[config.mk]
export PLATFORM = sky130hd
export DESIGN_NAME = mde_core
export DESIGN_NICKNAME = d
export VERILOG_FILES = /design/src/logic/mde_pkg.sv /design/src/logic/mde_core.sv
export VERILOG_INCLUDE_DIRS = /design/src /design/src/logic
export SDC_FILE = /design/constraint.sdc
export NUM_CORES = 2
export LEC_CHECK = 0
export BUFFER_PORTS_ARGS = -buffer_cell sky130_fd_sc_hd__buf_4
export CAP_MARGIN = 20
export CORE_ASPECT_RATIO = 1.2
export CORE_UTILIZATION = 50
export CTS_BUF_LIST = sky130_fd_sc_hd__clkbuf_2
export DETAILED_ROUTE_END_ITERATION = 12
export PLACE_DENSITY_LB_ADDON = 0.12
export REMOVE_ABC_BUFFERS = 1
export SETUP_SLACK_MARGIN = 0.2
export SLEW_MARGIN = 10
export SYNTH_ARGS = -nofsm -noshare
export SYNTH_HDL_FRONTEND = slang
export SYNTH_SLANG_ARGS = --single-unit
export TNS_END_PERCENT = 5
[constraint.sdc]
create_clock -name pclk -period 13.12 [get_ports pclk]
set_input_delay 3.28 -clock pclk [delete_from_list [all_inputs] [get_ports pclk]]
set_output_delay 3.28 -clock pclk [all_outputs]
set_load 0.01 [all_outputs]
[src/logic/mde_consts.svh]
// register offsets, field positions, reset values and opcode codes
`ifndef MDE_CONSTS_SVH
`define MDE_CONSTS_SVH
`define MDE_OFF_OPCODE 8'h00
`define MDE_OFF_ACC 8'h04
`define MDE_OFF_STATUS 8'h08
`define MDE_OFF_CONTROL 8'h0c
`define MDE_ST_C 0
`define MDE_ST_HALF_CARRY 1
`define MDE_ST_Z 2
`define MDE_ST_POWERDOWN 3
`define MDE_ST_WDT_EXPIRY 4
`define MDE_ST_BUSY 5
`define MDE_CTL_PRESC_TMR 0
`define MDE_CTL_RESET 8'h00
`define MDE_ACC_RESET 8'h00
`define MDE_TIMER_ADDR 7'h01
`define MDE_PORT_ADDR 7'h06
`define MDE_LOW_STANDBY 8'h63
`define MDE_LOW_WDT_CLEAR 8'h64
`define MDE_HI_SYSTEM 6'h00
`define MDE_HI_IOR 6'h38
`define MDE_HI_XOR 6'h3a
`define MDE_HI_RETURN_LIT 4'hd
`define MDE_HI_LIT_SUB 5'h1e
`define MDE_HI_LIT_ADD 5'h1f
`define MDE_HI_AND_FILE 6'h05
`define MDE_HI_ADD_FILE 6'h07
`define MDE_HI_BIT_CLEAR 4'h4
`endif

[src/logic/mde_pkg.sv]
// types shared by the opcode decode and execute block
`default_nettype none
package mde_pkg;
    typedef enum logic [3:0] {
        MDE_OP_NONE,
        MDE_OP_STANDBY,
        MDE_OP_WDT_CLEAR,
        MDE_OP_IOR,
        MDE_OP_XOR,
        MDE_OP_RETURN_LIT,
        MDE_OP_LIT_SUB,
        MDE_OP_LIT_ADD,
        MDE_OP_AND_FILE,
        MDE_OP_ADD_FILE,
        MDE_OP_BIT_CLEAR
    } mde_op_e;
    typedef struct packed {
        logic wdt_expiry;
        logic powerdown;
        logic z;
        logic half_carry;
        logic c;
    } mde_status_s;
    typedef struct packed {
        logic standby_enter;
        logic watchdog_restart;
        logic return_pop;
        logic prescaler_clear;
    } mde_events_s;
endpackage
`default_nettype wire

[src/logic/mde_core.sv]
// opcode decode and execute core with an apb register port
//
// The placing of the registers and the APB register port were chosen for this implementation.
`include "mde_consts.svh"
`default_nettype none
module mde_core #(
    parameter int FILE_DEPTH = 128,
    parameter int PORT_WIDTH = 8
) (
    // clock and reset
    input wire logic pclk,
    input wire logic presetn,
    // apb slave
    input wire logic psel,
    input wire logic penable,
    input wire logic pwrite,
    input wire logic [7:0] paddr,
    input wire logic [31:0] pwdata,
    output logic [31:0] prdata,
    output logic pready,
    output logic pslverr,
    // port pins
    input wire logic [PORT_WIDTH-1:0] port_pins,
    output logic [PORT_WIDTH-1:0] port_latch,
    // core events
    output mde_pkg::mde_events_s events
);
    import mde_pkg::*;

    typedef enum {
        MDE_IDLE,
        MDE_EXEC,
        MDE_SECOND
    } mde_state_e;

    // file index is a bit slice, so the depth must be a power of two
    if (FILE_DEPTH < 8 || FILE_DEPTH > 128 ||
            (FILE_DEPTH & (FILE_DEPTH - 1)) != 0 ||
            PORT_WIDTH != 8) begin : g_bad
        $error("mde_core: unsupported FILE_DEPTH or PORT_WIDTH");
    end

    mde_state_e state_reg;
    logic [13:0] opcode_reg;
    logic [7:0] acc_reg;
    logic [7:0] ctrl_reg;
    mde_status_s status_reg;
    mde_events_s events_reg;
    logic [7:0] file_reg [FILE_DEPTH];
    logic [7:0] port_latch_reg;
    logic [7:0] pins_meta_reg;
    logic [7:0] pins_sync_reg;
    logic [31:0] prdata_reg;
    logic pready_reg;
    logic pslverr_reg;

    // decoding is shared by the execute path and the busy logic
    function automatic mde_op_e decode(input logic [13:0] op);
        decode = MDE_OP_NONE;
        if (op[13:8] == `MDE_HI_SYSTEM && op[7:0] == `MDE_LOW_STANDBY)
            decode = MDE_OP_STANDBY;
        else if (op[13:8] == `MDE_HI_SYSTEM && op[7:0] == `MDE_LOW_WDT_CLEAR)
            decode = MDE_OP_WDT_CLEAR;
        else if (op[13:8] == `MDE_HI_IOR)
            decode = MDE_OP_IOR;
        else if (op[13:8] == `MDE_HI_XOR)
            decode = MDE_OP_XOR;
        else if (op[13:10] == `MDE_HI_RETURN_LIT)
            decode = MDE_OP_RETURN_LIT;
        else if (op[13:9] == `MDE_HI_LIT_SUB)
            decode = MDE_OP_LIT_SUB;
        else if (op[13:9] == `MDE_HI_LIT_ADD)
            decode = MDE_OP_LIT_ADD;
        else if (op[13:8] == `MDE_HI_AND_FILE)
            decode = MDE_OP_AND_FILE;
        else if (op[13:8] == `MDE_HI_ADD_FILE)
            decode = MDE_OP_ADD_FILE;
        else if (op[13:10] == `MDE_HI_BIT_CLEAR)
            decode = MDE_OP_BIT_CLEAR;
    endfunction

    // apb access decode
    logic setup_ok;
    logic access;
    logic wr_access;
    logic mapped;
    logic issue;
    assign access = psel & penable & ~pready_reg;
    // writes land only at the edge where the master sees pready high
    assign wr_access = psel & penable & pready_reg & pwrite;
    assign mapped = paddr == `MDE_OFF_OPCODE || paddr == `MDE_OFF_ACC ||
                    paddr == `MDE_OFF_STATUS || paddr == `MDE_OFF_CONTROL;
    assign setup_ok = state_reg == MDE_IDLE;
    // opcodes written while busy are dropped; software polls busy
    assign issue = wr_access & setup_ok & (paddr == `MDE_OFF_OPCODE);

    // execute datapath
    mde_op_e op;
    logic [6:0] faddr;
    logic dest;
    logic [2:0] bidx;
    logic [7:0] lit;
    logic [7:0] fval;
    logic [7:0] result;
    logic [8:0] sum;
    logic half;
    logic to_acc;
    logic to_file;
    logic set_cz;
    logic set_z;

    assign op = decode(opcode_reg);
    assign faddr = opcode_reg[6:0];
    assign dest = opcode_reg[7];
    assign bidx = opcode_reg[9:7];
    assign lit = opcode_reg[7:0];
    // port reads see the pins so an externally held-low input writes back low
    assign fval = (faddr == `MDE_PORT_ADDR) ? pins_sync_reg :
                  file_reg[faddr[$clog2(FILE_DEPTH)-1:0]];

    always_comb begin
        result = acc_reg;
        sum = 9'h000;
        half = 1'b0;
        to_acc = 1'b0;
        to_file = 1'b0;
        set_cz = 1'b0;
        set_z = 1'b0;
        case (op)
            MDE_OP_IOR: begin
                result = acc_reg | lit;
                to_acc = 1'b1;
                set_z = 1'b1;
            end
            MDE_OP_XOR: begin
                result = acc_reg ^ lit;
                to_acc = 1'b1;
                set_z = 1'b1;
            end
            MDE_OP_RETURN_LIT: begin
                result = lit;
                to_acc = 1'b1;
            end
            MDE_OP_LIT_SUB: begin
                // carry means no borrow: literal not below accumulator
                sum = {1'b0, lit} + {1'b0, ~acc_reg} + 9'h001;
                half = lit[3:0] >= acc_reg[3:0];
                result = sum[7:0];
                to_acc = 1'b1;
                set_cz = 1'b1;
            end
            MDE_OP_LIT_ADD: begin
                sum = {1'b0, acc_reg} + {1'b0, lit};
                half = ({1'b0, acc_reg[3:0]} + {1'b0, lit[3:0]}) > 5'h0f;
                result = sum[7:0];
                to_acc = 1'b1;
                set_cz = 1'b1;
            end
            MDE_OP_AND_FILE: begin
                result = acc_reg & fval;
                to_acc = ~dest;
                to_file = dest;
                set_z = 1'b1;
            end
            MDE_OP_ADD_FILE: begin
                sum = {1'b0, acc_reg} + {1'b0, fval};
                half = ({1'b0, acc_reg[3:0]} + {1'b0, fval[3:0]}) > 5'h0f;
                result = sum[7:0];
                to_acc = ~dest;
                to_file = dest;
                set_cz = 1'b1;
            end
            MDE_OP_BIT_CLEAR: begin
                result = fval & ~(8'h01 << bidx);
                to_file = 1'b1;
            end
            default: begin
                result = acc_reg;
            end
        endcase
    end

    logic executing;
    assign executing = state_reg == MDE_EXEC;

    // sequencing: one cycle, or two when the program counter moves
    always_ff @(posedge pclk or negedge presetn) begin
        if (!presetn) begin
            state_reg <= MDE_IDLE;
        end else begin
            case (state_reg)
                MDE_IDLE: begin
                    if (issue)
                        state_reg <= MDE_EXEC;
                end
                MDE_EXEC: begin
                    if (op == MDE_OP_RETURN_LIT)
                        state_reg <= MDE_SECOND;
                    else
                        state_reg <= MDE_IDLE;
                end
                MDE_SECOND: begin
                    state_reg <= MDE_IDLE;
                end
                default: begin
                    state_reg <= MDE_IDLE;
                end
            endcase
        end
    end

    always_ff @(posedge pclk or negedge presetn) begin
        if (!presetn)
            opcode_reg <= 14'h0000;
        else if (issue)
            opcode_reg <= pwdata[13:0];
    end

    // accumulator: execution has priority, apb write only when idle
    always_ff @(posedge pclk or negedge presetn) begin
        if (!presetn)
            acc_reg <= `MDE_ACC_RESET;
        else if (executing && to_acc)
            acc_reg <= result;
        else if (wr_access && setup_ok && paddr == `MDE_OFF_ACC)
            acc_reg <= pwdata[7:0];
    end

    always_ff @(posedge pclk or negedge presetn) begin
        if (!presetn)
            ctrl_reg <= `MDE_CTL_RESET;
        else if (wr_access && paddr == `MDE_OFF_CONTROL)
            ctrl_reg <= pwdata[7:0];
    end

    // status flags; power-on leaves both watchdog flags set
    always_ff @(posedge pclk or negedge presetn) begin
        if (!presetn) begin
            status_reg <= '{wdt_expiry: 1'b1, powerdown: 1'b1, z: 1'b0,
                half_carry: 1'b0, c: 1'b0};
        end else if (executing) begin
            if (set_cz) begin
                status_reg.c <= sum[8];
                status_reg.half_carry <= half;
            end
            if (set_cz || set_z)
                status_reg.z <= result == 8'h00;
            if (op == MDE_OP_STANDBY) begin
                status_reg.wdt_expiry <= 1'b1;
                status_reg.powerdown <= 1'b0;
            end else if (op == MDE_OP_WDT_CLEAR) begin
                status_reg.wdt_expiry <= 1'b1;
                status_reg.powerdown <= 1'b1;
            end
        end
    end

    // file storage in flip-flops, written by index
    always_ff @(posedge pclk or negedge presetn) begin
        if (!presetn) begin
            for (int i = 0; i < FILE_DEPTH; i++)
                file_reg[i] <= 8'h00;
        end else if (executing && to_file) begin
            file_reg[faddr[$clog2(FILE_DEPTH)-1:0]] <= result;
        end
    end

    always_ff @(posedge pclk or negedge presetn) begin
        if (!presetn)
            port_latch_reg <= 8'h00;
        else if (executing && to_file && faddr == `MDE_PORT_ADDR)
            port_latch_reg <= result;
    end

    // pins are asynchronous to pclk
    always_ff @(posedge pclk or negedge presetn) begin
        if (!presetn) begin
            pins_meta_reg <= 8'h00;
            pins_sync_reg <= 8'h00;
        end else begin
            pins_meta_reg <= port_pins;
            pins_sync_reg <= pins_meta_reg;
        end
    end

    // one-cycle event pulses
    always_ff @(posedge pclk or negedge presetn) begin
        if (!presetn) begin
            events_reg <= '0;
        end else begin
            events_reg.standby_enter <= executing &&
                op == MDE_OP_STANDBY;
            events_reg.watchdog_restart <= executing &&
                op == MDE_OP_WDT_CLEAR;
            events_reg.return_pop <= executing &&
                op == MDE_OP_RETURN_LIT;
            events_reg.prescaler_clear <= executing && to_file &&
                faddr == `MDE_TIMER_ADDR &&
                ctrl_reg[`MDE_CTL_PRESC_TMR];
        end
    end

    // apb answer one cycle into the access phase
    always_ff @(posedge pclk or negedge presetn) begin
        if (!presetn) begin
            pready_reg <= 1'b0;
            pslverr_reg <= 1'b0;
            prdata_reg <= 32'h0000_0000;
        end else begin
            pready_reg <= access;
            pslverr_reg <= access & ~mapped;
            prdata_reg <= 32'h0000_0000;
            if (access && !pwrite) begin
                case (paddr)
                    `MDE_OFF_OPCODE: prdata_reg <= {18'h00000, opcode_reg};
                    `MDE_OFF_ACC: prdata_reg <= {24'h000000, acc_reg};
                    `MDE_OFF_STATUS: prdata_reg <= {26'h0000000,
                        !setup_ok, status_reg};
                    `MDE_OFF_CONTROL: prdata_reg <= {24'h000000, ctrl_reg};
                    default: prdata_reg <= 32'h0000_0000;
                endcase
            end
        end
    end

    assign prdata = prdata_reg;
    assign pready = pready_reg;
    assign pslverr = pslverr_reg;
    assign port_latch = port_latch_reg;
    assign events = events_reg;
endmodule
`default_nettype wire

==> flow_summary.yaml <==
yosys:
  synth_cell_types: 75
  synth_area_leaders: "dfrtp_1, mux4_2, a21oi_1"
  synth_seq_cells: 1097
  post-synth-top-area-fraction_pct: 55.4
  seq_area_frac_synth_pct: 55.4
  syn_area_um2: 49500
  synth_edf_count: 0
  synthFlopType: "dfrtp_1"
  synthCells: 4739
  async_reset_ff_share_pct: 100
  yosysWarningCount: 0
  synth_area_per_cell_um2: 10.5
  yosysTopAreaCell: "dfrtp_1"
critical_path:
  crit_fanout: 87
  r2r_cells: 18
  reg2reg_to: "file_reg[222]"
  cp_data_required_time_ns: 14.46
  end_kind: "register"
  timing.rr.start: "opcode_reg[1]"
  worstPathArrival_ns: 10.05
  crit_type: "reg -> reg"
  start_kind: "register"
  r2r_slack_ns: 4.40
drt:
  routed_via_density: 5.81
  dr.pass1.iters: 6
  drt_wl_total_mm: 145
  num_vias: 36400
  drc: 0
  drt-initial-drc-count: 2775
  detail-route-antenna-nets: 0
  post_drt_wl_per_cell_um: 23.2
clock_tree:
  cts_tree: "yes"
  root_buffer: "clkbuf_2"
  numCtsBuffers: 296
  clkLatencyLatePin_ns: 1.59
  cts_htree_levels: 5
  cts_hold_buf: 0
  cts_setup_buffers: 0
  clk_pin_slew_ns: 0.11
  numClockSinks: 1097
  clk_path_buf_depth: 4
  cts.repair.resized: 0
floorplanning:
  ios: 99
  num_rows: 126
  die_w_um: 289
  coreArea_um2: 98200
  floorplan.die_area_um2: 100000
  start_util_pct: 50.4
  die_h_um: 347
hold_path:
  hold_start: "pins_meta_reg[3]"
  hp-class: "reg -> reg"
  holdPathStages: 0
  hold_end: "pins_sync_reg[3]"
grt:
  antenna_found_initial: 4
  gr-total-overflow: 0
  grt_pass1_vias: 36100
  grt_usage_pct: 29.8
  grt_pass1_wl_mm: 223
  grt_max_degree: 177
timing:
  max_freq_ghz: 0.115
  rsz0062_at_grt: "no"
  period_share_pct: 66.5
  fin_skew_ns: 0.141
  maxSlewViolCount: 0
  tightest_slew_ns: 1.17
  hold_violations: 0
  layout_min_cycle_time_ns: 8.72
  slew-limit-headroom_pct: 21.9
  setup_violations: 0
  setup_tns_ns: 0
  layout_setup_ws_ns: 4.40
layout:
  seq_area_um2: 27500
  drive_gt1_share_pct: 18.2
  multiInputGateArea_um2: 20400
  filler_cell_count: 8962
  area_delta_synth_final_pct: 7.38
  layout.nets: 4915
  finish.utilization_pct: 54.2
  largest_register_ffs: 1017
placed_design:
  portBuffers: 62
  dp_slack_ns: 4.59
  hpwl_mm: 88.7
  gp_congestion: 0.931
power_and_ir_drop:
  power_density_nw_per_um2: 107
  peakVddDrop_mv: 0.0802
  p_leak_nw: 24.5
run:
  cap_viol_max_count: 0
status:
  status: "complete, no violations"
==> metal layers <==
layer / vias to the layer above / share of wire (%) / GRT usage, %
met3: 240 / 7.2 / 6.85
met2: 1261 / 47 / 45.6
met5: - / 0 / 0
met1: 18000 / 43 / 41.3
li1: 16900 / - / -
met4: 0 / 3.3 / 11.2
==> placed cells by master, fill, tap and decap left out, types with 18 or more instances in the layout <==
cell / Yosys / routed
a211oi_1: 21 / 21
mux2i_1: 107 / 107
buf_4: 39 / 158
nand2_1: 635 / 632
nand3_1: 24 / 24
dfrtp_1: 1096 / 1091
conb_1: 1 / 18
o21ai_1: 21 / 21
a21oi_1: 589 / 587
clkbuf_2: 0 / 428
mux2_2: 45 / 45
ha_1: 32 / 32
a22oi_1: 23 / 23
o22ai_1: 41 / 41
nor2_1: 693 / 689
inv_1: 23 / 23
nor3_1: 19 / 19
o21ai_0: 497 / 497
mux4_2: 217 / 217
==> power breakdown <==
group	internal (mW)	total (mW)	switching, mW	leakage [nW]
clock	0.862	2.22	1.35	1.83
combinational	0.0199	0.116	0.0963	7.48
sequential	3.38	3.39	0.00471	15.2
==> critical path, stage by stage (launching register included) <==
cell and delay [ns]:
dfrtp_4 0.97, buf_4 0.55, buf_4 0.65, mux4_2 0.42
nand2_1 0.08, a21oi_1 0.17, a2111oi_0 0.93, a31oi_1 0.43
ha_1 0.35, fa_1 0.44, a21o_1 0.20, a21oi_1 0.31
o21ai_0 0.22, xnor2_1 0.18, o211ai_1 0.13, o31ai_1 0.29
and4_4 0.72, buf_4 0.98, o21ai_0 0.23
==> worst max-delay path by stage <==
stage	end	slack (ns)	start	cells after the start
after floorplan	file_reg[1017]	-5.36	opcode_reg[0]	11
after global placement	file_reg[150]	4.73	opcode_reg[1]	18
after detailed placement	file_reg[254]	4.59	opcode_reg[1]	18
after CTS	file_reg[382]	4.56	opcode_reg[1]	18
after global routing	file_reg[382]	4.07	opcode_reg[1]	18
final	file_reg[222]	4.40	opcode_reg[1]	18
==> metrics by stage <==
stage / instances / instance area, µm² / hold WS (ns) / total power, mW
after global routing: 6257 / 53200 / 0.385 / 5.98
after global placement: 5774 / 50700 / 0.332 / 3.57
final: 6258 / 53200 / 0.355 / 5.72
after detailed placement: 5776 / 50700 / 0.335 / 3.57
after CTS: 6221 / 52900 / 0.349 / 5.79
after floorplan: 4358 / 47800 / 0.331 / 3.47
==> kinds of logic after synthesis <==
| family | share of synthesized area, % |
|---|---|
| AOI/OAI and AO/OA | 14.7 |
| xor gates and xnor gates | 0.124 |
| adders and majority gates | 0.929 |
| buffers and inverters | 3.85 |
| DFF | 55.4 |
| muxes | 13.0 |
| other | 0.00757 |
| and+or+nand+nor | 11.9 |
==> cell type report <==
type,instances,area share [%]
Clock buffer,428,4.03
Antenna cell,4,0.0188
Multi-Input combinational cell,3235,38.3
Clock inverter,17,0.172
Sequential cell,1097,51.6
Inverter,26,0.186
Tap cell,1280,3.01
Timing Repair Buffer,171,2.66
==> synth_stat cells, types with 11 or more instances <==
cell	instances
a31oi_1	12
inv_1	23
o22ai_1	41
mux4_2	217
nand4_1	11
dfrtp_1	1096
a22oi_1	23
o21ai_0	497
a21oi_1	589
clkbuf_1	217
buf_4	39
nor3_1	19
nand2b_1	15
ha_1	32
mux2_2	45
buf_1	20
nor2b_1	19
and2_1	11
nor2_1	693
a211oi_1	21
mux2i_1	107
nand2_1	635
o21ai_1	21
buf_2	119
nand3_1	24
Power figures use the tool's default switching activity.
